<file path="src/shared/fsc_map.svh">
// register offsets, field positions, reset values and timing counts of the fault/clip bank
`ifndef FSC_MAP_SVH
`define FSC_MAP_SVH

// register offsets on the control port
`define FSC_ADDR_FAULT      8'h08
`define FSC_ADDR_RSVD_FIRST 8'h09
`define FSC_ADDR_RSVD_LAST  8'h0f
`define FSC_ADDR_CLIP_MID   8'h10
`define FSC_ADDR_CLIP_LOW   8'h11

// fault configuration / status field positions
`define FSC_OCTH_MSB        5
`define FSC_OCTH_LSB        4
`define FSC_BIT_CLK_ERR     3
`define FSC_BIT_OC_ERR      2
`define FSC_BIT_DC_ERR      1
`define FSC_BIT_OT_ERR      0

// clip level field positions
`define FSC_CLIP_LOW_MSB    7
`define FSC_CLIP_LOW_LSB    2

// reset values
`define FSC_RST_OCTH        2'h0
`define FSC_RST_CLIP_MID    8'hff
`define FSC_RST_CLIP_LOW    8'hfc

// overcurrent threshold codes
`define FSC_OCTH_FULL       2'h0
`define FSC_OCTH_3Q         2'h1
`define FSC_OCTH_HALF       2'h2
`define FSC_OCTH_1Q         2'h3

// nominal trip level in sense units
`define FSC_OC_NOMINAL      10'h300

// timing: bit clock considered stopped after this long without an edge
`define FSC_CLK_PERIOD_NS   8
`define FSC_SCLK_STOP_NS    2000
`define FSC_SCLK_STOP_CYC   ((`FSC_SCLK_STOP_NS) / (`FSC_CLK_PERIOD_NS))

`endif

</file>
<file path="src/shared/fsc_pkg.sv">
// types shared by the fault/clip register bank
package fsc_pkg;

  // operating state, gray coded along shutdown -> run -> halt
  typedef enum logic [1:0] {
    FSC_ST_SHUTDOWN = 2'b00,
    FSC_ST_RUN      = 2'b01,
    FSC_ST_HALT     = 2'b11
  } fsc_dev_state_t;

  typedef logic [7:0]  fsc_byte_t;
  typedef logic [9:0]  fsc_sense_t;
  typedef logic [19:0] fsc_clip_t;

endpackage

</file>
<file path="src/rtl/fsc_sclk_watch.sv">
// bit clock stop watchdog for the fault/clip register bank
`include "fsc_map.svh"

module fsc_sclk_watch (
  // clock and reset
  input  wire logic mclk,
  input  wire logic sys_rst,
  // sampled serial bit clock
  input  wire logic sclk,
  // stopped flag
  output logic      sclk_stopped
);
  import fsc_pkg::*;

  localparam int unsigned CW = 12;

  typedef struct packed {
    logic          sclk_prev; // last sample, for edge detection
    logic [CW-1:0] idle_cnt;  // cycles since the last bit clock edge
    logic          stopped;   // flag to the bank
  } fsc_watch_st_t;

  fsc_watch_st_t cur_q;
  fsc_watch_st_t nxt_d;

  ////////////////////////////////////////////////////////////////////////////////
  // next state: any edge restarts the count, saturate at the stop limit
  always_comb begin
    nxt_d           = cur_q;
    nxt_d.sclk_prev = sclk;
    if (sclk != cur_q.sclk_prev) begin
      nxt_d.idle_cnt = '0;
      nxt_d.stopped  = 1'b0;
    end else if (cur_q.idle_cnt >= CW'(`FSC_SCLK_STOP_CYC - 1)) begin
      // saturated: flag holds until the next edge
      nxt_d.stopped = 1'b1;
    end else begin
      nxt_d.idle_cnt = cur_q.idle_cnt + CW'(1);
    end
  end

  ////////////////////////////////////////////////////////////////////////////////
  // state register
  always_ff @(posedge mclk) begin
    if (sys_rst) begin
      cur_q <= '0;
    end else begin
      cur_q <= nxt_d;
    end
  end

  assign sclk_stopped = cur_q.stopped;

endmodule

</file>
<file path="src/rtl/fsc_fault_clip_regs.sv">
// fault configuration, error status and clip threshold register bank
//
// Overview of operation
// threshold code selects full, 75, 50, 25 percent
// clock error bit 3 follows fault, never latches
// stopped bit clock counts as clock error
// overcurrent latches bit 2, halts until toggle
// dc offset latches bit 1, halts until toggle
// overtemperature latches its flag, halts until toggle
// host keeps reserved bits 7:6 at zero
// host leaves addresses 0x09..0x0f alone
// clip threshold is 20 bits from three registers
// 0x10 holds threshold 13:6, resets all ones
// low register bits 7:2 carry 5:0, reset fc
// host keeps low register bits 1:0 default
// pin low or control bit enters shutdown
// status flags read only, writes ignored
// latched flags clear on shutdown release edge
`include "fsc_map.svh"

module fsc_fault_clip_regs (
  // clock and reset
  input  wire logic               mclk,
  input  wire logic               sys_rst,
  // control port register access, byte wide
  input  wire logic [7:0]         reg_addr,
  input  wire logic [7:0]         reg_wdata,
  input  wire logic               reg_wr,
  input  wire logic               reg_rd,
  output fsc_pkg::fsc_byte_t      reg_rdata,
  // shutdown sources
  input  wire logic               speaker_shutdown_n,
  input  wire logic               shutdown_ctrl_n,
  // protection detectors
  input  wire fsc_pkg::fsc_sense_t output_current,
  input  wire logic               dc_offset_detect,
  input  wire logic               over_temp_detect,
  input  wire logic               clock_fault,
  input  wire logic               sclk,
  // clip threshold assembly
  input  wire logic [5:0]         clip_level_high_bits,
  output fsc_pkg::fsc_clip_t      clip_threshold_level,
  // status to the datapath
  output logic                    normal_operation,
  output logic                    overcurrent_error,
  output logic                    dc_offset_error,
  output logic                    over_temp_error,
  output logic                    clock_error
);
  import fsc_pkg::*;

  typedef struct packed {
    fsc_dev_state_t st;        // operating state
    logic [1:0]     oc_sel;    // overcurrent threshold code
    fsc_byte_t      clip_mid;  // threshold bits 13:6
    fsc_byte_t      clip_low;  // threshold 5:0 in 7:2, reserved 1:0
    logic           oc_err;    // latched overcurrent
    logic           dc_err;    // latched dc offset
    logic           ot_err;    // latched overtemperature
    logic           clk_err;   // live clock error
    logic           sd_prev;   // shutdown seen last cycle
    fsc_byte_t      rdata;     // read data register
    fsc_clip_t      clip;      // assembled threshold
    logic           run;       // normal operation output
  } fsc_bank_st_t;

  fsc_bank_st_t cur_q;
  fsc_bank_st_t nxt_d;

  logic sclk_stopped; // from the bit clock watchdog

  ////////////////////////////////////////////////////////////////////////////////
  // helpers

  // trip level for a threshold code; shifts keep it free of a divider
  function automatic fsc_sense_t oc_trip_level(input logic [1:0] code);
    fsc_sense_t nom;
    nom = `FSC_OC_NOMINAL;
    case (code)
      `FSC_OCTH_FULL: oc_trip_level = nom;
      `FSC_OCTH_3Q:   oc_trip_level = nom - (nom >> 2);
      `FSC_OCTH_HALF: oc_trip_level = nom >> 1;
      `FSC_OCTH_1Q:   oc_trip_level = nom >> 2;
      default:        oc_trip_level = nom;
    endcase
  endfunction

  // true when a write targets the given register
  function automatic logic wr_hit(input logic [7:0] a, input logic [7:0] target);
    wr_hit = reg_wr && (a == target);
  endfunction

  ////////////////////////////////////////////////////////////////////////////////
  // bit clock watchdog
  fsc_sclk_watch u_sclk_watch (
    .mclk         (mclk),
    .sys_rst      (sys_rst),
    .sclk         (sclk),
    .sclk_stopped (sclk_stopped)
  );

  ////////////////////////////////////////////////////////////////////////////////
  // next state
  always_comb begin
    logic shut_now;
    logic release_edge;
    logic oc_hit;
    logic any_latched;
    shut_now     = 1'b0;
    release_edge = 1'b0;
    oc_hit       = 1'b0;
    any_latched  = 1'b0;
    nxt_d        = cur_q;

    // either shutdown path counts; both active low
    shut_now      = !speaker_shutdown_n || !shutdown_ctrl_n;
    nxt_d.sd_prev = shut_now;
    // only the asserted -> released transition clears, not holding shutdown
    release_edge  = cur_q.sd_prev && !shut_now;

    // clock error is a live level, no memory
    nxt_d.clk_err = clock_fault || sclk_stopped;

    // latched faults: clear on release, but a detection in that cycle wins
    oc_hit = output_current > oc_trip_level(cur_q.oc_sel);
    if (release_edge) begin
      nxt_d.oc_err = 1'b0;
      nxt_d.dc_err = 1'b0;
      nxt_d.ot_err = 1'b0;
    end
    if (oc_hit) begin
      nxt_d.oc_err = 1'b1;
    end
    if (dc_offset_detect) begin
      nxt_d.dc_err = 1'b1;
    end
    if (over_temp_detect) begin
      nxt_d.ot_err = 1'b1;
    end
    any_latched = nxt_d.oc_err || nxt_d.dc_err || nxt_d.ot_err;

    // operating state
    case (cur_q.st)
      FSC_ST_SHUTDOWN: begin
        if (!shut_now && !any_latched) begin
          nxt_d.st = FSC_ST_RUN;
        end else if (!shut_now) begin
          nxt_d.st = FSC_ST_HALT;
        end
      end
      FSC_ST_RUN: begin
        if (shut_now) begin
          nxt_d.st = FSC_ST_SHUTDOWN;
        end else if (any_latched) begin
          nxt_d.st = FSC_ST_HALT;
        end
      end
      FSC_ST_HALT: begin
        // only a shutdown toggle leaves halt
        if (shut_now) begin
          nxt_d.st = FSC_ST_SHUTDOWN;
        end
      end
      default: begin
        nxt_d.st = FSC_ST_SHUTDOWN;
      end
    endcase
    // clock error only pauses output; state is kept so recovery is automatic
    nxt_d.run = (nxt_d.st == FSC_ST_RUN) && !nxt_d.clk_err;

    // register writes; status bits and reserved 7:6 are not stored
    if (wr_hit(reg_addr, `FSC_ADDR_FAULT)) begin
      nxt_d.oc_sel = reg_wdata[`FSC_OCTH_MSB:`FSC_OCTH_LSB];
    end
    if (wr_hit(reg_addr, `FSC_ADDR_CLIP_MID)) begin
      nxt_d.clip_mid = reg_wdata;
    end
    if (wr_hit(reg_addr, `FSC_ADDR_CLIP_LOW)) begin
      nxt_d.clip_low = reg_wdata;
    end

    // threshold assembled from the registered mid and low segments and the live clip_level_high_bits input
    nxt_d.clip = {clip_level_high_bits, cur_q.clip_mid,
                  cur_q.clip_low[`FSC_CLIP_LOW_MSB:`FSC_CLIP_LOW_LSB]};

    // reads: answer one cycle later, unmapped and reserved read zero
    if (reg_rd) begin
      case (reg_addr)
        `FSC_ADDR_FAULT: begin
          nxt_d.rdata = {2'h0, cur_q.oc_sel, cur_q.clk_err,
                         cur_q.oc_err, cur_q.dc_err, cur_q.ot_err};
        end
        `FSC_ADDR_CLIP_MID: begin
          nxt_d.rdata = cur_q.clip_mid;
        end
        `FSC_ADDR_CLIP_LOW: begin
          nxt_d.rdata = cur_q.clip_low;
        end
        default: begin
          nxt_d.rdata = 8'h00;
        end
      endcase
    end
  end

  ////////////////////////////////////////////////////////////////////////////////
  // state register
  always_ff @(posedge mclk) begin
    if (sys_rst) begin
      cur_q          <= '0;
      cur_q.st       <= FSC_ST_SHUTDOWN;
      cur_q.oc_sel   <= `FSC_RST_OCTH;
      cur_q.clip_mid <= `FSC_RST_CLIP_MID;
      cur_q.clip_low <= `FSC_RST_CLIP_LOW;
      cur_q.sd_prev  <= 1'b1;
    end else begin
      cur_q <= nxt_d;
    end
  end

  ////////////////////////////////////////////////////////////////////////////////
  // outputs, all straight from the state register
  assign reg_rdata            = cur_q.rdata;
  assign clip_threshold_level = cur_q.clip;
  assign normal_operation     = cur_q.run;
  assign overcurrent_error    = cur_q.oc_err;
  assign dc_offset_error      = cur_q.dc_err;
  assign over_temp_error      = cur_q.ot_err;
  assign clock_error          = cur_q.clk_err;

endmodule

</file>
<file path="config.mk">
export PLATFORM = sky130hd
export DESIGN_NAME = fsc_fault_clip_regs
export DESIGN_NICKNAME = d
export VERILOG_FILES = /design/src/shared/fsc_pkg.sv /design/src/rtl/fsc_sclk_watch.sv /design/src/rtl/fsc_fault_clip_regs.sv
export VERILOG_INCLUDE_DIRS = /design/src /design/src/shared
export SDC_FILE = /design/constraint.sdc
export NUM_CORES = 1
export LEC_CHECK = 0
export BUFFER_PORTS_ARGS = -buffer_cell sky130_fd_sc_hd__buf_2
export CELL_PAD_IN_SITES_DETAIL_PLACEMENT = 1
export CELL_PAD_IN_SITES_GLOBAL_PLACEMENT = 1
export CORE_UTILIZATION = 40
export CTS_BUF_LIST = sky130_fd_sc_hd__clkbuf_4 sky130_fd_sc_hd__clkbuf_8 sky130_fd_sc_hd__clkbuf_16
export DETAILED_ROUTE_END_ITERATION = 10
export HOLD_SLACK_MARGIN = 0.03
export PLACE_DENSITY = 0.76
export SLEW_MARGIN = 20
export SYNTH_ARGS = -nofsm -noshare
export SYNTH_HDL_FRONTEND = slang
export SYNTH_HIERARCHICAL = 1
export SYNTH_SLANG_ARGS = --single-unit
</file>
<file path="constraint.sdc">
create_clock -name mclk -period 4.7 [get_ports mclk]
set_clock_uncertainty 0.15 [all_clocks]
set_input_delay 0.94 -clock mclk [delete_from_list [all_inputs] [get_ports mclk]]
set_output_delay 0.94 -clock mclk [all_outputs]
set_load 0.05 [all_outputs]
</file>
======== After elaboration in Yosys (flattened, before gate mapping) ========
Index checks and enable logic that the tools add are counted.
storage, ports and cells
  output and inout port bits .............. 33
  register bits after elaboration ......... 68
  bits of input ports ..................... 42
  logic and storage cells ................. 58
operators by class
  magnitude comparators ................... 2
  equal/unequal tests ..................... 10
  reduce and logical (&&, ||, !) cells .... 18
  $add $sub $neg .......................... 1
  muxes and demuxes ....................... 12
operator list
  kind                                                                 count
  one-hot mux 10 bit (4 select lines)                                  1
  one-hot mux 8 bit (3 select lines)                                   1
  == test 8 x 5 -> 1 bit (second input constant)                       2
  adder 12 x 1 -> 12 bit (second input constant)                       1
  greater-or-equal comparator 12 x 8 -> 1 bit (second input constant)  1
  > comparator 10 bit                                                  1
  two-way mux 2 bit                                                    5
  == test 8 x 4 -> 1 bit (second input constant)                       1
  == test 2 x 1 -> 1 bit (second input constant)                       3
  == test 2 bit (second input constant)                                3
  logical AND 1 bit                                                    6
  one-hot mux 2 bit (3 select lines)                                   1
  zero test 1 bit                                                      5
  zero test 2 bit                                                      2
  logical OR 1 bit                                                     4
  two-way mux 1 bit                                                    3
  two-way mux 3 bit                                                    1
  OR reduction 2 bit                                                   1
  != test 1 bit                                                        1

======== Longest topological paths before layout ========
  depth in word-level cells ............... 14
  depth in mapped cells ................... 7
  gate-level depth less buffers ........... 6

======== Cells and area by module ========
The synthesis kept the hierarchy.
by module, submodules not included
  module               times used  cells each  area each (um2)  sequential area each (um2)
  fsc_fault_clip_regs  1           235         2,259.7          1,081.0
  fsc_sclk_watch       1           67          640.6            280.3

======== Worst setup path before layout ========
Ideal clock, no wire load.
  kind .................................... input port to flip-flop
  start point ............................. input port reg_addr[1]
  end point ............................... register cur_q[40] (netlist bit)
  stages on the path ...................... 5
  path buffers ............................ 1
  setup slack ............................. 2.541 ns
  library setup time ...................... 0.120 ns
  data arrival time ....................... 1.889 ns
  required time ........................... 4.430 ns
  cells stage by stage .................... nor4_4 > and3_4 > buf_12 > nor2b_2 > a211o_1
between the ends
  longest elaborated chain between the ends .. 2
RTL lines
  element                 line                        source
  start: declaration      fsc_fault_clip_regs.sv:26   input wire logic [7:0] reg_addr,
  == test 8 x 5 -> 1 bit  fsc_fault_clip_regs.sv:90   wr_hit = reg_wr && (a == target);
  logical AND 1 bit       fsc_fault_clip_regs.sv:90
  end signal: assignment  fsc_fault_clip_regs.sv:217  cur_q <= nxt_d;
  end: declaration        fsc_fault_clip_regs.sv:67   fsc_bank_st_t cur_q;
No other way between the ends.
A chain may end at the register's enable or synchronous reset.

======== Worst setup path in the final report ========
  start point ............................. input port reg_addr[4]
  end point ............................... register cur_q[48] (netlist bit)
Same word-level chain as after synthesis.

==> impl_metrics.env <==
export IMPL_max_cap_viol_count=0
export IMPL_tightest_slew_ns=0.9932
export IMPL_grt_pass1_vias=2083
export IMPL_pin_count=75
export IMPL_synth_area_per_cell_um2=9.604
export IMPL_ys_flop_type="dfxtp_1"
export IMPL_place_gp_congestion=0.7857
export IMPL_syn_num_nets=351
export IMPL_fmax_mhz=429.2
export IMPL_syn_area_mm2=0.002900
export IMPL_grt_pass1_wl_um=9853
export IMPL_num_rows=30
export IMPL_top_layer="met4"
export IMPL_report_final_hold_viol_count=0
export IMPL_vias=2163
export IMPL_design_area_mm2=0.003242
export IMPL_met2WireLength_um=3085
export IMPL_start_kind="input pin"
export IMPL_cp_end_kind="register"
export IMPL_powerDensity_mw_per_mm2=349.1
export IMPL_period_share_pct=49.57
export IMPL_criticalPathCategory="in -> reg"
export IMPL_dp_slack_ns=2.030
export IMPL_viasPerCell=4.894
export IMPL_wl_per_cell_um=14.13
export IMPL_n_fill_cell=850
export IMPL_path_delay_family="simple AND/OR/NAND/NOR gates"
export IMPL_synth_area_leaders="dfxtp_1 47%, buf_4 7.5%, nor2b_1 6.3%, nor2_1 3.1%, ha_1 3.0%"
export IMPL_synth_edf_count=0
export IMPL_grt_setup_unrepaired="no"
export IMPL_overflow=0
export IMPL_critPathMaxFanout=16
export IMPL_numCtsBuffers=9
export IMPL_cp_slowest_cell="and4b_1"
export IMPL_critical_path_required_ns=4.81
export IMPL_grt_max_degree=58
export IMPL_clock_path_buffers=2
export IMPL_die_x_um=87.15
export IMPL_yosys_warnings=6
export IMPL_n_antenna_cell=0
export IMPL_area_delta_synth_final_pct=11.78
export IMPL_min_path_type="reg -> reg"
export IMPL_status="finished clean"
export IMPL_slew_headroom_pct=33.79
export IMPL_core_area_mm2=0.006907
export IMPL_dpl_cell_area_mm2=0.003074
export IMPL_die_area_mm2=0.007595
export IMPL_wl_met1_um=2772
export IMPL_ant_nets=0
export IMPL_cp_arrival_ns=2.44
export IMPL_setup_slack_ns=2.370
export IMPL_totalWireLength_um=6247
export IMPL_path_clk_slew_ns=0.07
export IMPL_synth_seq_area_share_pct=46.94
export IMPL_post_cts_resized=0
export IMPL_min_period_ns=2.330
export IMPL_setup_violations=0
export IMPL_ctsHoldBuffers=0
export IMPL_clkLatencyLatePin_ns=0.33
export IMPL_synth_cell_types=51
export IMPL_final_setup_tns_ns=0
export IMPL_cts_tree="built"
export IMPL_cp_slowest_stage_delay_ns=0.64
export IMPL_first_pass_iters=4
export IMPL_drc=0
export IMPL_synth_top_cell_by_area="dfxtp_1"
export IMPL_drive_gt1_share_pct=28.61
export IMPL_root_buffer="clkbuf_8"
export IMPL_drv_slew=0
export IMPL_crit_buf_inv=1
export IMPL_ys_ff_latch=68
export IMPL_synthCells=302
export IMPL_track_usage_pct=17.31
export IMPL_antenna_found_initial=0
export IMPL_synthArstFlopShare_pct=0
export IMPL_post_cts_setup_buffers=0
export IMPL_p_leak_nw=1.384
export IMPL_nNetsFinal=390
export IMPL_met3_length_um=320
export IMPL_synth_top_area_share_pct=46.94
export IMPL_vdd_drop_max_v=0.0001761
export IMPL_final_common_cell="buf_2"
export IMPL_final_cell_mix="74 x buf_2, 68 x dfxtp_1, 29 x nor2b_1"
export IMPL_h_tree_depth=3
export IMPL_start_util_pct=41.99
export IMPL_drtIter0Drc=79
export IMPL_dp_hpwl_um=4751
export IMPL_die_y_um=87.15
export IMPL_io_buffer_count=74
export IMPL_clock_sinks=68
export IMPL_path_cells="buf_2, nor2b_1, and4b_1, nor3_1, a21oi_1"
worst paths after layout:
| check | slack, ns | to | from | cells past startpoint |
|---|---|---|---|---|
| max | 2.37 | cur_q[48] | reg_addr[4] | 5 |
| min reg2reg | 0.30 | cur_q[52] | cur_q[52] | 2 |
| min | 0.30 | cur_q[52] | cur_q[52] | 2 |
| max reg2reg | 2.84 | u_sclk_watch/cur_q[1] | u_sclk_watch/cur_q[2] | 6 |
per-layer routing:
layer | up-vias | global-route usage [%]
met2 | 66 | 29.42
met3 | 5 | 5.213
met1 | 1006 | 20.87
li1 | 1086 | -
met4 | 0 | 5.812
met5 | - | 0
registers in the layout, indices dropped and copies added, names as in the netlist:
name / count
normal_operation: 1
clip_threshold_level: 20
dc_offset_error: 1
over_temp_error: 1
u_sclk_watch/cur_q: 13
reg_rdata: 8
clock_error: 1
cur_q: 21
u_sclk_watch/sclk_stopped: 1
overcurrent_error: 1
stage by stage:
step / hold slack, ns / power, W / cells / util [%]
6_report: 0.3030 / 0.001132 / 442 / 46.94
5_1_grt: 0.3257 / 0.001185 / 442 / 46.94
4_1_cts: 0.3082 / 0.001150 / 442 / 46.94
3_5_place_dp: 0.2969 / 0.0007380 / 426 / 44.51
3_3_place_gp: 0.2874 / 0.0007353 / 426 / 44.51
2_1_floorplan: 0.2723 / 0.0007081 / 302 / -
synthesized netlist by cell type (4+ instances only):
library cell	count
clkbuf_1	11
nand3_1	6
mux2i_1	7
a211o_1	6
a2bb2oi_1	6
a21oi_1	16
nor2b_1	29
a22oi_1	6
inv_1	9
and2_1	4
buf_4	29
o21ai_1	9
ha_1	7
nor2_1	24
dfxtp_1	68
nor3_1	9
nand2_1	14
logic make-up after synthesis:
family,synth area share (%)
simple gates,21.23
fa+ha+maj,3.020
mux,2.416
xor+xnor,0.9061
compound gates,13.42
flops,46.94
buf+inv,12.08
report_power, final:
group          internal, W  total, W  switching [W]
clock network     0.000200  0.000407       0.000208
logic            0.0000412  0.000127      0.0000854
registers         0.000591  0.000598     0.00000682
total             0.000832   0.00113       0.000300
worst register-to-register path, stage by stage (launching register included):
cell     delay, ns
dfxtp_1       0.35
inv_1         0.08
ha_1          0.19
or3b_2        0.46
a31oi_2       0.31
xnor2_1       0.16
nor2_1        0.05
layout make-up:
class | count | area [um^2] | share of cell area (%)
sequential | 68 | 1361 | 41.99
multi-input combinational | 179 | 1189 | 36.67
timing repair buffer | 74 | 370.4 | 11.42
clock buffer | 10 | 137.6 | 4.245
tap | 96 | 120.1 | 3.705
inverter | 9 | 33.78 | 1.042
clock inverter | 6 | 30.03 | 0.9263
Note: power is estimated with default switching activity, not from simulation.
